[config.mk]
export PLATFORM = sky130hd
export DESIGN_NAME = csr_chip_select
export DESIGN_NICKNAME = d
export VERILOG_FILES = /design/src/logic/csr_select_match.sv /design/src/logic/csr_chip_select.sv
export SDC_FILE = /design/constraint.sdc
export NUM_CORES = 2
export LEC_CHECK = 0
export BUFFER_PORTS_ARGS = -buffer_cell sky130_fd_sc_hd__buf_2
export CAP_MARGIN = 20
export CORE_UTILIZATION = 56
export DETAILED_ROUTE_END_ITERATION = 6
export PLACE_DENSITY = 0.84
export SYNTH_ARGS = -nofsm -noshare
export SYNTH_HDL_FRONTEND = slang
export SYNTH_HIERARCHICAL = 1
export SYNTH_SLANG_ARGS = --single-unit
[constraint.sdc]
create_clock -name clk_sys_i -period 4.1 [get_ports clk_sys_i]
set_input_delay 0 -clock clk_sys_i [delete_from_list [all_inputs] [get_ports clk_sys_i]]
set_output_delay 0 -clock clk_sys_i [all_outputs]
set_load 0.005 [all_outputs]
[src/logic/csr_select_match.sv]
// Shared constants and the per-select address and attribute comparator
`timescale 1ns/1ps
package csr_pkg;
  localparam int NUM_GEN = 11;
  localparam int NUM_SEL = 12;
  localparam int BOOT_IDX = 11;
  localparam int IDX_W = 4;
  localparam int BASE_W = 13;
  localparam int OPT_W = 16;
  // Option word field positions
  localparam int OPT_MODE = 15;
  localparam int OPT_BYTE_LO = 13;
  localparam int OPT_RW_LO = 11;
  localparam int OPT_STRB = 10;
  localparam int OPT_TRANSFER_SIZE_ACK_LO = 6;
  localparam int OPT_SPACE_LO = 4;
  localparam int OPT_IPL_LO = 1;
  localparam int OPT_AUTOVECTOR_REQUEST = 0;
  // Reset values
  localparam logic [12:0] BASE_RST = 13'h0000;
  localparam logic [2:0] BLKSZ_2K = 3'h0;
  localparam logic [2:0] BLKSZ_512K = 3'h6;
  localparam logic [15:0] GEN_OPT_RST = 16'h0000;
  localparam logic [15:0] BOOT_OPT_RST = 16'h7b60;
  // Field encodings
  localparam logic [1:0] BYTE_OFF = 2'h0;
  localparam logic [1:0] BYTE_LOWER = 2'h1;
  localparam logic [1:0] BYTE_UPPER = 2'h2;
  localparam logic [1:0] BYTE_BOTH = 2'h3;
  localparam logic [1:0] RW_READ = 2'h1;
  localparam logic [1:0] RW_WRITE = 2'h2;
  localparam logic [1:0] RW_BOTH = 2'h3;
  localparam logic [1:0] SPACE_CPU = 2'h0;
  localparam logic [1:0] SPACE_USER = 2'h1;
  localparam logic [1:0] SPACE_SUPER = 2'h2;
  localparam logic [1:0] SPACE_ANY = 2'h3;
  localparam logic [3:0] WAIT_13 = 4'hd;
  localparam logic [3:0] TRANSFER_SIZE_ACK_FAST = 4'he;
  localparam logic [3:0] TRANSFER_SIZE_ACK_EXT = 4'hf;
  localparam logic [2:0] FC_CPU = 3'h7;
  localparam logic [3:0] IACK_TYPE = 4'hf;
  localparam logic [1:0] SIZ_BYTE = 2'h1;
endpackage : csr_pkg

module csr_select_match (
  input wire logic [12:0] base_i,   // Base address bits 23..11
  input wire logic [2:0] blksz_i,   // Block size code
  input wire logic [15:0] opt_i,    // Option word
  input wire logic [1:0] pin_i,     // Pin assignment field
  input wire logic [23:0] addr_i,   // Cycle address
  input wire logic [2:0] fc_i,      // Function code
  input wire logic rw_i,            // High for read
  input wire logic [1:0] siz_i,     // Transfer size
  input wire logic iack_ext_i,      // Acknowledge owned by external pin
  output logic hit_o,               // Full match
  output logic autovector_request_o               // Match wants autovector
);
  // Compare mask over addr bits 23..11 per block size code
  function automatic logic [12:0] blk_mask(input logic [2:0] code);
    unique case (code)
      3'h0: blk_mask = 13'h1fff;
      3'h1: blk_mask = 13'h1ffc;
      3'h2: blk_mask = 13'h1ff8;
      3'h3: blk_mask = 13'h1fe0;
      3'h4: blk_mask = 13'h1fc0;
      3'h5: blk_mask = 13'h1f80;
      3'h6: blk_mask = 13'h1f00;
      default: blk_mask = 13'h1e00;
    endcase
  endfunction : blk_mask

  logic [1:0] byte_f;
  logic [1:0] rw_f;
  logic [1:0] space_f;
  logic [2:0] ipl_f;
  logic cpu_cyc;
  logic iack_cyc;
  logic addr_ok;
  logic space_ok;
  logic rw_ok;
  logic byte_ok;
  logic ipl_ok;
  logic lower_hit;

  always_comb begin
    byte_f = opt_i[csr_pkg::OPT_BYTE_LO +: 2];
    rw_f = opt_i[csr_pkg::OPT_RW_LO +: 2];
    space_f = opt_i[csr_pkg::OPT_SPACE_LO +: 2];
    ipl_f = opt_i[csr_pkg::OPT_IPL_LO +: 3];
    cpu_cyc = (fc_i == csr_pkg::FC_CPU);
    iack_cyc = cpu_cyc && (addr_i[19:16] == csr_pkg::IACK_TYPE);
    addr_ok = ((addr_i[23:11] ^ base_i) & blk_mask(blksz_i)) == 13'h0000;
    unique case (space_f)
      csr_pkg::SPACE_CPU: space_ok = cpu_cyc;
      csr_pkg::SPACE_USER: space_ok = !cpu_cyc && !fc_i[2];
      csr_pkg::SPACE_SUPER: space_ok = !cpu_cyc && fc_i[2];
      default: space_ok = !cpu_cyc;
    endcase
    unique case (rw_f)
      csr_pkg::RW_READ: rw_ok = rw_i;
      csr_pkg::RW_WRITE: rw_ok = !rw_i;
      csr_pkg::RW_BOTH: rw_ok = 1'b1;
      default: rw_ok = 1'b0;
    endcase
    lower_hit = addr_i[0] || (siz_i != csr_pkg::SIZ_BYTE);
    if (!pin_i[0]) begin
      byte_ok = (byte_f != csr_pkg::BYTE_OFF);
    end else begin
      unique case (byte_f)
        csr_pkg::BYTE_LOWER: byte_ok = lower_hit;
        csr_pkg::BYTE_UPPER: byte_ok = !addr_i[0];
        csr_pkg::BYTE_BOTH: byte_ok = 1'b1;
        default: byte_ok = 1'b0;
      endcase
    end
    // Priority and autovector fields only count for CPU space
    if (space_f == csr_pkg::SPACE_CPU) begin
      ipl_ok = iack_cyc && iack_ext_i &&
               (ipl_f == 3'h0 || ipl_f == addr_i[3:1]);
    end else begin
      ipl_ok = 1'b1;
    end
    hit_o = pin_i[1] && addr_ok && space_ok && rw_ok && byte_ok && ipl_ok;
    autovector_request_o = hit_o && (space_f == csr_pkg::SPACE_CPU) &&
             opt_i[csr_pkg::OPT_AUTOVECTOR_REQUEST];
  end
endmodule : csr_select_match

[src/logic/csr_chip_select.sv]
// Chip-select core: reset straps, select registers, cycle response
// Operation
// - Select acknowledge answers only interrupts raised on external pins.
// - Internally raised acknowledge gets no select response at all.
// - Unvectored acknowledge ends by external or internal autovector.
// - General pin field LSB resets one, MSB from data line strap.
// - Weak pull-ups on data lines default to select function.
// - General select byte fields reset to disabled.
// - General selects reset to base zero, 2K, async, all off.
// - Boot base resets to zero with 512 Kbyte block.
// - Boot pin field MSB resets to one.
// - Boot byte field resets to both bytes.
// - Boot port width from data line 0 strap, default 16-bit.
// - Boot options reset async, read/write, 13 waits, supervisor.
// - Priority and autovector fields ignored unless space is CPU.
// - Select asserts with strobe async, with slow clock sync.
`timescale 1ns/1ps
module csr_chip_select #(
  parameter int ECLK_DIV = 8              // Slow bus clock divide ratio
) (
  input wire logic clk_sys_i,             // System clock
  input wire logic rst_i,                 // Synchronous reset
  input wire logic [7:0] data_pin_i,      // Data pins, strap levels
  output logic data_pullup_o,             // Weak pull-up enable
  input wire logic cfg_wr_i,              // Register write strobe
  input wire logic [3:0] cfg_idx_i,       // Select index, 11 is boot
  input wire logic [12:0] cfg_base_i,     // Base address write data
  input wire logic [2:0] cfg_blksz_i,     // Block size write data
  input wire logic [15:0] cfg_opt_i,      // Option word write data
  input wire logic [1:0] cfg_pin_i,       // Pin field write data
  output logic [12:0] rd_base_o,          // Base readback
  output logic [2:0] rd_blksz_o,          // Block size readback
  output logic [15:0] rd_opt_o,           // Option readback
  output logic [1:0] rd_pin_o,            // Pin field readback
  input wire logic as_i,                  // Address strobe
  input wire logic ds_i,                  // Data strobe
  input wire logic [23:0] addr_i,         // Cycle address
  input wire logic [2:0] fc_i,            // Function code
  input wire logic rw_i,                  // High for read
  input wire logic [1:0] siz_i,           // Transfer size
  input wire logic iack_internal_i,       // Internal module owns iack
  output logic [11:0] cs_n_o,             // Select outputs, active low
  output logic eclk_o,                    // Slow bus clock
  output logic autovector_request_o,                    // Autovector pulse
  output logic ack_o,                     // Transfer ack pulse
  output logic ack_port16_o               // Ack is for a 16-bit port
);
  localparam int N = csr_pkg::NUM_SEL;
  localparam int CW = $clog2(ECLK_DIV);
  localparam logic [CW-1:0] DIV_LAST = CW'(ECLK_DIV - 1);
  localparam logic [CW-1:0] DIV_HALF = CW'(ECLK_DIV / 2);

  typedef enum logic [1:0] {S_IDLE, S_ACTIVE, S_END} csr_state_t;

  // Strap synchroniser and capture
  logic [7:0] data_m;
  logic [7:0] data_q;
  logic [7:0] strap;
  logic [7:0] next_strap;

  assign data_pullup_o = 1'b1;

  always_comb begin
    next_strap = rst_i ? data_q : strap;
  end

  always_ff @(posedge clk_sys_i) begin
    data_m <= data_pin_i;
    data_q <= data_m;
    strap <= next_strap;
  end

  // Select registers
  logic [12:0] base_r [N];
  logic [2:0] blksz_r [N];
  logic [15:0] opt_r [N];
  logic [1:0] pin_r [N];
  logic [12:0] next_base [N];
  logic [2:0] next_blksz [N];
  logic [15:0] next_opt [N];
  logic [1:0] next_pin [N];
  logic [12:0] next_rd_base;
  logic [2:0] next_rd_blksz;
  logic [15:0] next_rd_opt;
  logic [1:0] next_rd_pin;

  always_comb begin
    for (int i = 0; i < N; i++) begin
      next_base[i] = base_r[i];
      next_blksz[i] = blksz_r[i];
      next_opt[i] = opt_r[i];
      next_pin[i] = pin_r[i];
      if (rst_i) begin
        next_base[i] = csr_pkg::BASE_RST;
        if (i == csr_pkg::BOOT_IDX) begin
          next_blksz[i] = csr_pkg::BLKSZ_512K;
          next_opt[i] = csr_pkg::BOOT_OPT_RST;
          next_pin[i] = {1'b1, data_q[0]};
        end else begin
          next_blksz[i] = csr_pkg::BLKSZ_2K;
          next_opt[i] = csr_pkg::GEN_OPT_RST;
          next_pin[i] = {data_q[(i % 7) + 1], 1'b1};
        end
      end else if (cfg_wr_i && cfg_idx_i == 4'(i)) begin
        next_base[i] = cfg_base_i;
        next_blksz[i] = cfg_blksz_i;
        next_opt[i] = cfg_opt_i;
        next_pin[i] = cfg_pin_i;
      end
    end
    next_rd_base = 13'h0000;
    next_rd_blksz = 3'h0;
    next_rd_opt = 16'h0000;
    next_rd_pin = 2'h0;
    if (!rst_i && cfg_idx_i < 4'(N)) begin
      next_rd_base = base_r[cfg_idx_i];
      next_rd_blksz = blksz_r[cfg_idx_i];
      next_rd_opt = opt_r[cfg_idx_i];
      next_rd_pin = pin_r[cfg_idx_i];
    end
  end

  always_ff @(posedge clk_sys_i) begin
    base_r <= next_base;
    blksz_r <= next_blksz;
    opt_r <= next_opt;
    pin_r <= next_pin;
    rd_base_o <= next_rd_base;
    rd_blksz_o <= next_rd_blksz;
    rd_opt_o <= next_rd_opt;
    rd_pin_o <= next_rd_pin;
  end

  // Slow bus clock divider
  logic [CW-1:0] div_cnt;
  logic [CW-1:0] next_div_cnt;
  logic eclk_en;
  logic next_eclk;

  always_comb begin
    eclk_en = (div_cnt == DIV_LAST);
    next_div_cnt = eclk_en ? '0 : CW'(div_cnt + 1'b1);
    next_eclk = (next_div_cnt < DIV_HALF);
    if (rst_i) begin
      next_div_cnt = '0;
      next_eclk = 1'b0;
    end
  end

  always_ff @(posedge clk_sys_i) begin
    div_cnt <= next_div_cnt;
    eclk_o <= next_eclk;
  end

  // Comparators
  logic [N-1:0] hit;
  logic [N-1:0] av;

  for (genvar g = 0; g < N; g++) begin : g_match
    csr_select_match u_match (
      .base_i(base_r[g]),
      .blksz_i(blksz_r[g]),
      .opt_i(opt_r[g]),
      .pin_i(pin_r[g]),
      .addr_i(addr_i),
      .fc_i(fc_i),
      .rw_i(rw_i),
      .siz_i(siz_i),
      .iack_ext_i(!iack_internal_i),
      .hit_o(hit[g]),
      .autovector_request_o(av[g])
    );
  end

  // Cycle response
  csr_state_t state;
  csr_state_t next_state;
  logic [N-1:0] hit_q;
  logic [N-1:0] next_hit_q;
  logic [3:0] win;
  logic [3:0] next_win;
  logic win_ok;
  logic next_win_ok;
  logic av_q;
  logic next_av_q;
  logic [3:0] wait_q;
  logic [3:0] next_wait_q;
  logic int_q;
  logic next_int_q;
  logic cpu_q;
  logic next_cpu_q;
  logic [N-1:0] next_cs_n;
  logic next_autovector_request;
  logic next_ack;
  logic next_port16;
  logic [3:0] first;
  logic [3:0] transfer_size_ack_w;
  logic [3:0] transfer_size_ack_q;

  always_comb begin
    first = 4'h0;
    for (int i = N - 1; i >= 0; i--) begin
      if (hit[i]) begin
        first = 4'(i);
      end
    end
    transfer_size_ack_w = opt_r[first][csr_pkg::OPT_TRANSFER_SIZE_ACK_LO +: 4];
    transfer_size_ack_q = opt_r[win][csr_pkg::OPT_TRANSFER_SIZE_ACK_LO +: 4];
    next_state = state;
    next_hit_q = hit_q;
    next_win = win;
    next_win_ok = win_ok;
    next_av_q = av_q;
    next_wait_q = wait_q;
    next_int_q = int_q;
    next_cpu_q = cpu_q;
    next_autovector_request = 1'b0;
    next_ack = 1'b0;
    next_port16 = ack_port16_o;
    unique case (state)
      S_IDLE: begin
        if (as_i) begin
          next_state = S_ACTIVE;
          next_hit_q = hit;
          next_win = first;
          next_win_ok = |hit;
          next_av_q = av[first];
          next_wait_q = (transfer_size_ack_w == csr_pkg::TRANSFER_SIZE_ACK_FAST) ? 4'h0 : transfer_size_ack_w;
          next_int_q = iack_internal_i;
          next_cpu_q = (fc_i == csr_pkg::FC_CPU);
        end
      end
      S_ACTIVE: begin
        if (!as_i) begin
          next_state = S_IDLE;
        end else if (win_ok && av_q) begin
          next_autovector_request = 1'b1;
          next_state = S_END;
        end else if (win_ok && transfer_size_ack_q != csr_pkg::TRANSFER_SIZE_ACK_EXT) begin
          if (wait_q == 4'h0) begin
            next_ack = 1'b1;
            next_port16 = pin_r[win][0];
            next_state = S_END;
          end else begin
            next_wait_q = wait_q - 4'h1;
          end
        end
      end
      S_END: begin
        if (!as_i) begin
          next_state = S_IDLE;
        end
      end
    endcase
    for (int i = 0; i < N; i++) begin
      next_cs_n[i] = 1'b1;
      if (state != S_IDLE && as_i && hit_q[i]) begin
        if (opt_r[i][csr_pkg::OPT_MODE]) begin
          next_cs_n[i] = !(eclk_en || !cs_n_o[i]);
        end else begin
          next_cs_n[i] = opt_r[i][csr_pkg::OPT_STRB] ? !ds_i : 1'b0;
        end
      end
    end
    if (rst_i) begin
      next_state = S_IDLE;
      next_hit_q = '0;
      next_win_ok = 1'b0;
      next_av_q = 1'b0;
      next_int_q = 1'b0;
      next_cpu_q = 1'b0;
      next_cs_n = '1;
      next_autovector_request = 1'b0;
      next_ack = 1'b0;
      next_port16 = 1'b0;
    end
  end

  always_ff @(posedge clk_sys_i) begin
    state <= next_state;
    hit_q <= next_hit_q;
    win <= next_win;
    win_ok <= next_win_ok;
    av_q <= next_av_q;
    wait_q <= next_wait_q;
    int_q <= next_int_q;
    cpu_q <= next_cpu_q;
    cs_n_o <= next_cs_n;
    autovector_request_o <= next_autovector_request;
    ack_o <= next_ack;
    ack_port16_o <= next_port16;
  end

  logic gen_byte_any;
  logic gen_rst_ok;
  logic pin_rst_ok;
  always_comb begin
    gen_byte_any = 1'b0;
    gen_rst_ok = 1'b1;
    pin_rst_ok = 1'b1;
    for (int i = 0; i < csr_pkg::NUM_GEN; i++) begin
      gen_byte_any |= |opt_r[i][csr_pkg::OPT_BYTE_LO +: 2];
      gen_rst_ok &= (opt_r[i] == 16'h0000) && (blksz_r[i] == 3'h0) &&
                    (base_r[i] == 13'h0000);
      pin_rst_ok &= (pin_r[i] == {strap[(i % 7) + 1], 1'b1});
    end
  end
endmodule : csr_chip_select

# After elaboration in Yosys (flattened, before gate mapping)

Index checks and enable logic that the tools add are counted.

Register bits: 501
Bits of input ports: 82
Output and inout port bits: 51
Word-level logic and storage cells: 799

Add/subtract/negate cells: 2
Order comparisons: 6
Eq/ne operators: 207
Mux-type cells: 172
Bitwise gates (word level): 43
Reductions and logical operators: 280

Operator list:

| cell                                                            | count |
|---|---|
| 9-bit case mux with 7 select lines                              | 12 |
| 16-bit binary-select mux with 4-bit select                      | 3 |
| 13-bit AND                                                      | 12 |
| 13-bit zero test                                                | 12 |
| 13-bit bitwise XOR                                              | 12 |
| 1-bit logical AND                                               | 128 |
| 2-bit == test, second input constant                            | 61 |
| 3-bit == test, second input constant                            | 38 |
| 1-bit case mux with 3 select lines                              | 36 |
| 2-bit by 1-bit == test with 1-bit output, second input constant | 37 |
| 3-bit by 2-bit == test with 1-bit output, second input constant | 24 |
| 3-bit zero test                                                 | 24 |
| 4-bit two-way mux                                               | 18 |
| 2-bit two-way mux                                               | 30 |
| 1-bit two-way mux                                               | 55 |
| 13-bit binary-select mux with 4-bit select                      | 1 |
| 2-bit nonzero test                                              | 26 |
| 10-bit two-way mux                                              | 4 |
| 3-bit by 1-bit == test with 1-bit output, second input constant | 12 |
| 3-bit == test                                                   | 12 |
| 16-bit two-way mux                                              | 2 |
| 1-bit zero test                                                 | 31 |
| 2-bit zero test                                                 | 13 |
| 13-bit two-way mux                                              | 2 |
| other kinds (31)                                                | 105 |

# Logic depth before layout (Yosys ltp)

Depth in word-level cells: 29
Depth in mapped cells: 16
Gate-level depth less buffers: 15

# Hierarchy

Netlist, hierarchy kept.

Modules (own cells, without submodules):

| module                                     | times used | cells each | area each (um^2) |
|---|---|---|---|
| csr_chip_select                            | 1          | 2491       | 21421.8 |
| csr_select_match at g_match[0].u_match ... | 7          | 62         | 450.4 |
| csr_select_match at g_match[5].u_match ... | 5          | 61         | 445.4 |

# Worst setup path after synthesis

OpenSTA, ideal clock, no wires.

Path type: register to register
From: reg opt_r[68] (netlist bit)
To: reg wait_q[3], data pin
Setup time: 152 ps
Arrival time: 3866 ps
Required time: 3948 ps
Path slack: 82 ps
Cell stages (with the launch flop): 16
Buffers on the path: 1
Clock period less this slack: 4018 ps
Cell sequence: dfxtp_1 > inv_1 > ha_1 > nor3b_2 > a211oi_1 > or4_1 > a311o_1 > a21oi_1 > nor2_1 > a221o_1 > a211o_2 > buf_6 > mux2i_1 > a2111o_1 > a31o_1 > a31oi_1

Cells in the longest elaborated chain, start to end: 22
Elaborated cells between the ends (all ways): 25
Those cells by class: eq/ne: 3; mux: 16; bitwise: 1; reduce/logical: 5

Ends and longest elaborated chain:

| what                                                       | line                    | RTL |
|---|---|---|
| from (decl)                                                | csr_chip_select.sv:76   | `logic [15:0] opt_r [N];` |
| from (signal assigned)                                     | csr_chip_select.sv:126  | `opt_r <= next_opt;` |
| 2-bit == test (tied with other cells)                      | csr_select_match.sv:93  | `unique case (space_f)` |
| 1-bit case mux with 3 select lines                         | csr_select_match.sv:93  |  |
| 1-bit logical AND (3 in series)                            | csr_select_match.sv:123 | `hit_o = pin_i[1] && addr_ok && space_ok && rw_ok && byte_ok && ipl_ok;` |
| 1-bit logical AND (*)                                      | csr_select_match.sv:123 |  |
| via hit[7]                                                 | csr_chip_select.sv:156  | `logic [N-1:0] hit;` |
| 4-bit two-way mux (*) (8 in series)                        | csr_chip_select.sv:203  | `if (hit[i]) begin` |
| 4-bit NOT with 5-bit output (implied by the code) (*)      | csr_chip_select.sv:207  | `transfer_size_ack_w = opt_r[first][csr_pkg::OPT_TRANSFER_SIZE_ACK_LO +: 4];` |
| 16-bit binary-select mux with 4-bit select (*)             | csr_chip_select.sv:207  |  |
| 10-bit two-way mux (implied by the code) (*) (2 in series) | csr_chip_select.sv:207  |  |
| 4-bit == test                                              | csr_chip_select.sv:228  | `next_wait_q = (transfer_size_ack_w == csr_pkg::TRANSFER_SIZE_ACK_FAST) ? 4'h0 : transfer_size_ack_w;` |
| 4-bit two-way mux (*)                                      | csr_chip_select.sv:228  |  |
| 4-bit two-way mux (*)                                      | csr_chip_select.sv:222  | `if (as_i) begin` |
| 4-bit case mux with 2 select lines (*)                     | csr_chip_select.sv:220  | `unique case (state)` |
| via next_wait_q[3]                                         | csr_chip_select.sv:187  | `logic [3:0] next_wait_q;` |
| to (signal assigned)                                       | csr_chip_select.sv:285  | `wait_q <= next_wait_q;` |
| to (decl)                                                  | csr_chip_select.sv:186  | `logic [3:0] wait_q;` |

Mark *: on every way through the listed nets, which the timed path passes. The rest lies on a longest branch. The select of a mux whose other input is x is not followed.
A chain may end at the register's enable or synchronous reset.

# Worst setup path after layout

From: reg opt_r[69] (netlist bit)
To: reg wait_q[2], data pin

Same word-level chain as after synthesis.

==> run_results.csv <==
group,metric,value,unit
final_layout,layout_common_cells,"nand2_1, dfxtp_1, a21oi_1, nor2_1, xnor2_1",
logic_synthesis,postSynthAreaPerCell,8.30,um^2
power_and_ir_drop,p_int,0.00842,W
worst_hold_path,hp-start,"data_pin_i[1]",
critical_path,reg2reg_to,"wait_q[2]$_DFFE_PP_",
power_and_ir_drop,seqPwrFrac,44.8,%
clock_network,cts.clk_slew.worst_paths,0.06,ns
final_layout,utilization,65.6,%
timing,period_share,97.6,%
routing,post-route-drc-count,8,
routing,m1WireLength,34400,um
worst_hold_path,whs_path_depth,2,
routing,via_count,26300,
logic_synthesis,syn_area,0.0268,mm^2
critical_path,reg2reg_depth,15,
timing,slew_headroom,20.9,%
routing,highest_layer,"met5",
logic_synthesis,async_reset_ff_share,0,%
clock_network,clock_sinks,501,
placed_design,io_buffers,124,
global_route,grt_pass1_wl,141000,um
critical_path,reg2reg_from,"opt_r[69]$_SDFFE_PP0P_",
die,initial_core_util,57.2,%
final_layout,nets,3476,
routing,route.met3.wl,14500,um
timing,rsz0062_at_grt,"yes",
die,die_y,221,um
timing,setup_viol,0,
final_layout,mostFrequentLayoutCell,"nand2_1",
worst_hold_path,hold_path.class,"in -> reg",
critical_path,cp-end-kind,"flip-flop",
power_and_ir_drop,combinationalPowerShare,11.1,%
clock_network,htree_levels,2,
clock_network,cts_tree,"built",
global_route,antenna_found_initial,5,
timing,whs,0.0141,ns
critical_path,crit_type,"reg -> reg",
clock_network,clock_latency,0.64,ns
global_route,grt_max_degree,146,
logic_synthesis,syn_nets,3354,
routing,wl_met2,39300,um
timing,slew_viol_final,0,
timing,layout_min_cycle_time,4.00,ns
routing,wl,93000,um
logic_synthesis,synth_top_area_share,35.9,%
critical_path,cp.required,4.46,ns
logic_synthesis,ys_top_cells_by_area,"dfxtp_1, nand2_1, mux4_2",
die,ios,133,
power_and_ir_drop,swShare,26.7,%
placed_design,routabilityCongestion,1.00,
worst_hold_path,hold-path-endpoint,"data_m[1]$_DFF_P_",
critical_path,r2r_slack,0.10,ns
power_and_ir_drop,p_leak,10.6,nW
final_layout,drive_gt1_share,16.3,%
critical_path,cp_max_fo,4,
power_and_ir_drop,p_sw,0.00307,W
final_layout,stdcell_area,0.0307,mm^2
status,violations,"design-rule violations",
logic_synthesis,synthCells,3230,
logic_synthesis,yosys_warnings,6,
run,drv_cap,0,
logic_synthesis,synth_seq_cells,501,
clock_network,cts-root-buf,"clkbuf_16",
timing,fin_skew,0.0319,ns
power_and_ir_drop,pwr-share-clk,44.1,%
placed_design,dpl.hpwl,62700,um
power_and_ir_drop,power_density,374,mW/mm^2
global_route,grtUsageTotal,37.9,%
power_and_ir_drop,finalPower,0.0115,W
clock_network,cts_max_path_buffers,3,
logic_synthesis,synth_edf_count,20,
status,outcome,"finished, violations left",
routing,avgRoutedWirePerCell,23.2,um
logic_synthesis,synth_ff_type,"dfxtp_1",
routing,drtAntennaViolNets,0,
clock_network,cts_inserted_buffers,51,
die,fp-row-count,79,
final_layout,syn_to_final_growth,14.7,%
critical_path,start_kind,"flip-flop",
routing,drt_iter0_drc,4018,
placed_design,placed_area,0.0282,mm^2
critical_path,cp.arrival,4.36,ns
logic_synthesis,seq_area_frac_synth,38.2,%
timing,worst_pin_slew,1.18,ns
routing,drt-vias-per-instance,6.56,
routing,dr.pass1.iters,7,
timing,hold_viol,0,
timing,final.setup.tns,0,ns
die,die_w,221,um
logic_synthesis,synth_top_cell_by_area,"dfxtp_1",
power_and_ir_drop,vdd_drop_max,322,uV
global_route,grt_pass1_vias,24300,
die,fp.coreArea,0.0469,mm^2
global_route,grt-ovfl-total,0,
die,fp.dieArea,0.0487,mm^2
timing,fmax,250,MHz
logic_synthesis,synth_cell_type_count,89,
-- cell type report --
type / instances / area (um^2)
clock buffers: 65 / 1440
inverters: 62 / 243
multi-input cells: 2456 / 15700
diodes: 2 / 5.00
clock inverters: 30 / 363
fillers: 3691 / 16100
repair buffers: 280 / 2030
flip-flops and latches: 501 / 10200
well taps: 607 / 759
-- registers in the layout, summed over array words and instances (netlist names), 3 cells and up --
name,flops
base_r,156
blksz_r,36
cs_n_o,12
data_m,8
data_q,8
div_cnt,3
hit_q,12
opt_r,192
pin_r,24
rd_base_o,13
rd_blksz_o,3
rd_opt_o,16
wait_q,4
win,4
-- through the flow --
stage	cells	worst slack, ns
global route	4003	-0.0305
floorplan	3230	0.0818
global placement	3846	0.119
detailed placement	3847	0.0316
finish	4003	0.100
CTS	3993	0.0358
-- worst max-delay path by stage --
| stage | start | end | slack (ns) | depth (start not counted) |
|---|---|---|---|---|
| 4_1_cts | opt_r[68]$_SDFFE_PP0P_ | wait_q[1]$_DFFE_PP_ | 0.04 | 17 |
| 3_3_place_gp | opt_r[68]$_SDFFE_PP0P_ | wait_q[1]$_DFFE_PP_ | 0.12 | 17 |
| 5_1_grt | opt_r[69]$_SDFFE_PP0P_ | wait_q[2]$_DFFE_PP_ | -0.03 | 15 |
| 3_5_place_dp | opt_r[117]$_SDFFE_PP0P_ | wait_q[1]$_DFFE_PP_ | 0.03 | 15 |
| 6_report | opt_r[69]$_SDFFE_PP0P_ | wait_q[2]$_DFFE_PP_ | 0.10 | 15 |
| 2_1_floorplan | opt_r[68]$_SDFFE_PP0P_ | wait_q[3]$_DFFE_PP_ | 0.08 | 15 |
-- cell usage after synthesis (15+ instances only) --
cell / count
nand2_1: 875
dfxtp_1: 481
a21oi_1: 461
clkbuf_1: 187
nor2_1: 156
xnor2_1: 123
mux4_2: 108
o21ai_0: 78
inv_1: 58
nand3_1: 52
nand4_1: 48
ha_1: 42
xor2_1: 42
mux2i_1: 40
nand2b_1: 32
a211oi_1: 31
nand3b_1: 23
nor3b_1: 22
nor4_1: 21
edfxtp_1: 20
o2111ai_1: 20
o211ai_1: 15
-- logic make-up after synthesis --
kind of cell | share of synthesized area (%)
xor gates and xnor gates | 5.39
other | 0.0140
DFF | 38.2
muxes | 11.1
buffers and inverters | 3.94
AOI/OAI and AO/OA | 16.6
and+or+nand+nor | 22.8
adders and majority gates | 1.96
-- timing repair --
action                                  4_1_cts  5_1_grt
endpoints found under the hold margin       447        0
endpoints found under the setup margin        2        4
pin swaps                                     0       12
setup buffers                                 0        8
gates resized for setup                       1       30
hold buffers                                 51        0
-- worst max-delay path, stage by stage, from the launching register on --
cell and delay [ns]:
dfxtp_2 0.32, buf_6 0.12, ha_4 0.15, and2b_2 0.20
o2111ai_2 0.09, or4_1 0.49, a311o_1 0.38, a21oi_2 0.17
buf_6 0.16, inv_2 0.04, a221o_1 0.36, a211o_4 0.41
buf_6 0.15, a211o_1 0.31, a211oi_2 0.24, o221ai_1 0.14
-- power by group through the flow --
stage | Clock, W | Sequential [W] | Combinational, W
after CTS | 0.00506 | 0.00514 | 0.00122
final | 0.00507 | 0.00515 | 0.00128
after floorplan | 0 | 0.00520 | 0.000759
after global placement | 0 | 0.00525 | 0.00116
after detailed placement | 0 | 0.00525 | 0.00118
after global routing | 0.00527 | 0.00516 | 0.00135
-- per-layer routing --
layer  vias to the layer above  GRT usage [%]
met5                         -              0
met2                      1967           55.1
met4                         6           18.1
met1                     12400           50.3
li1                      11600              -
met3                       349           12.7
(Power assumes the default switching activity.)
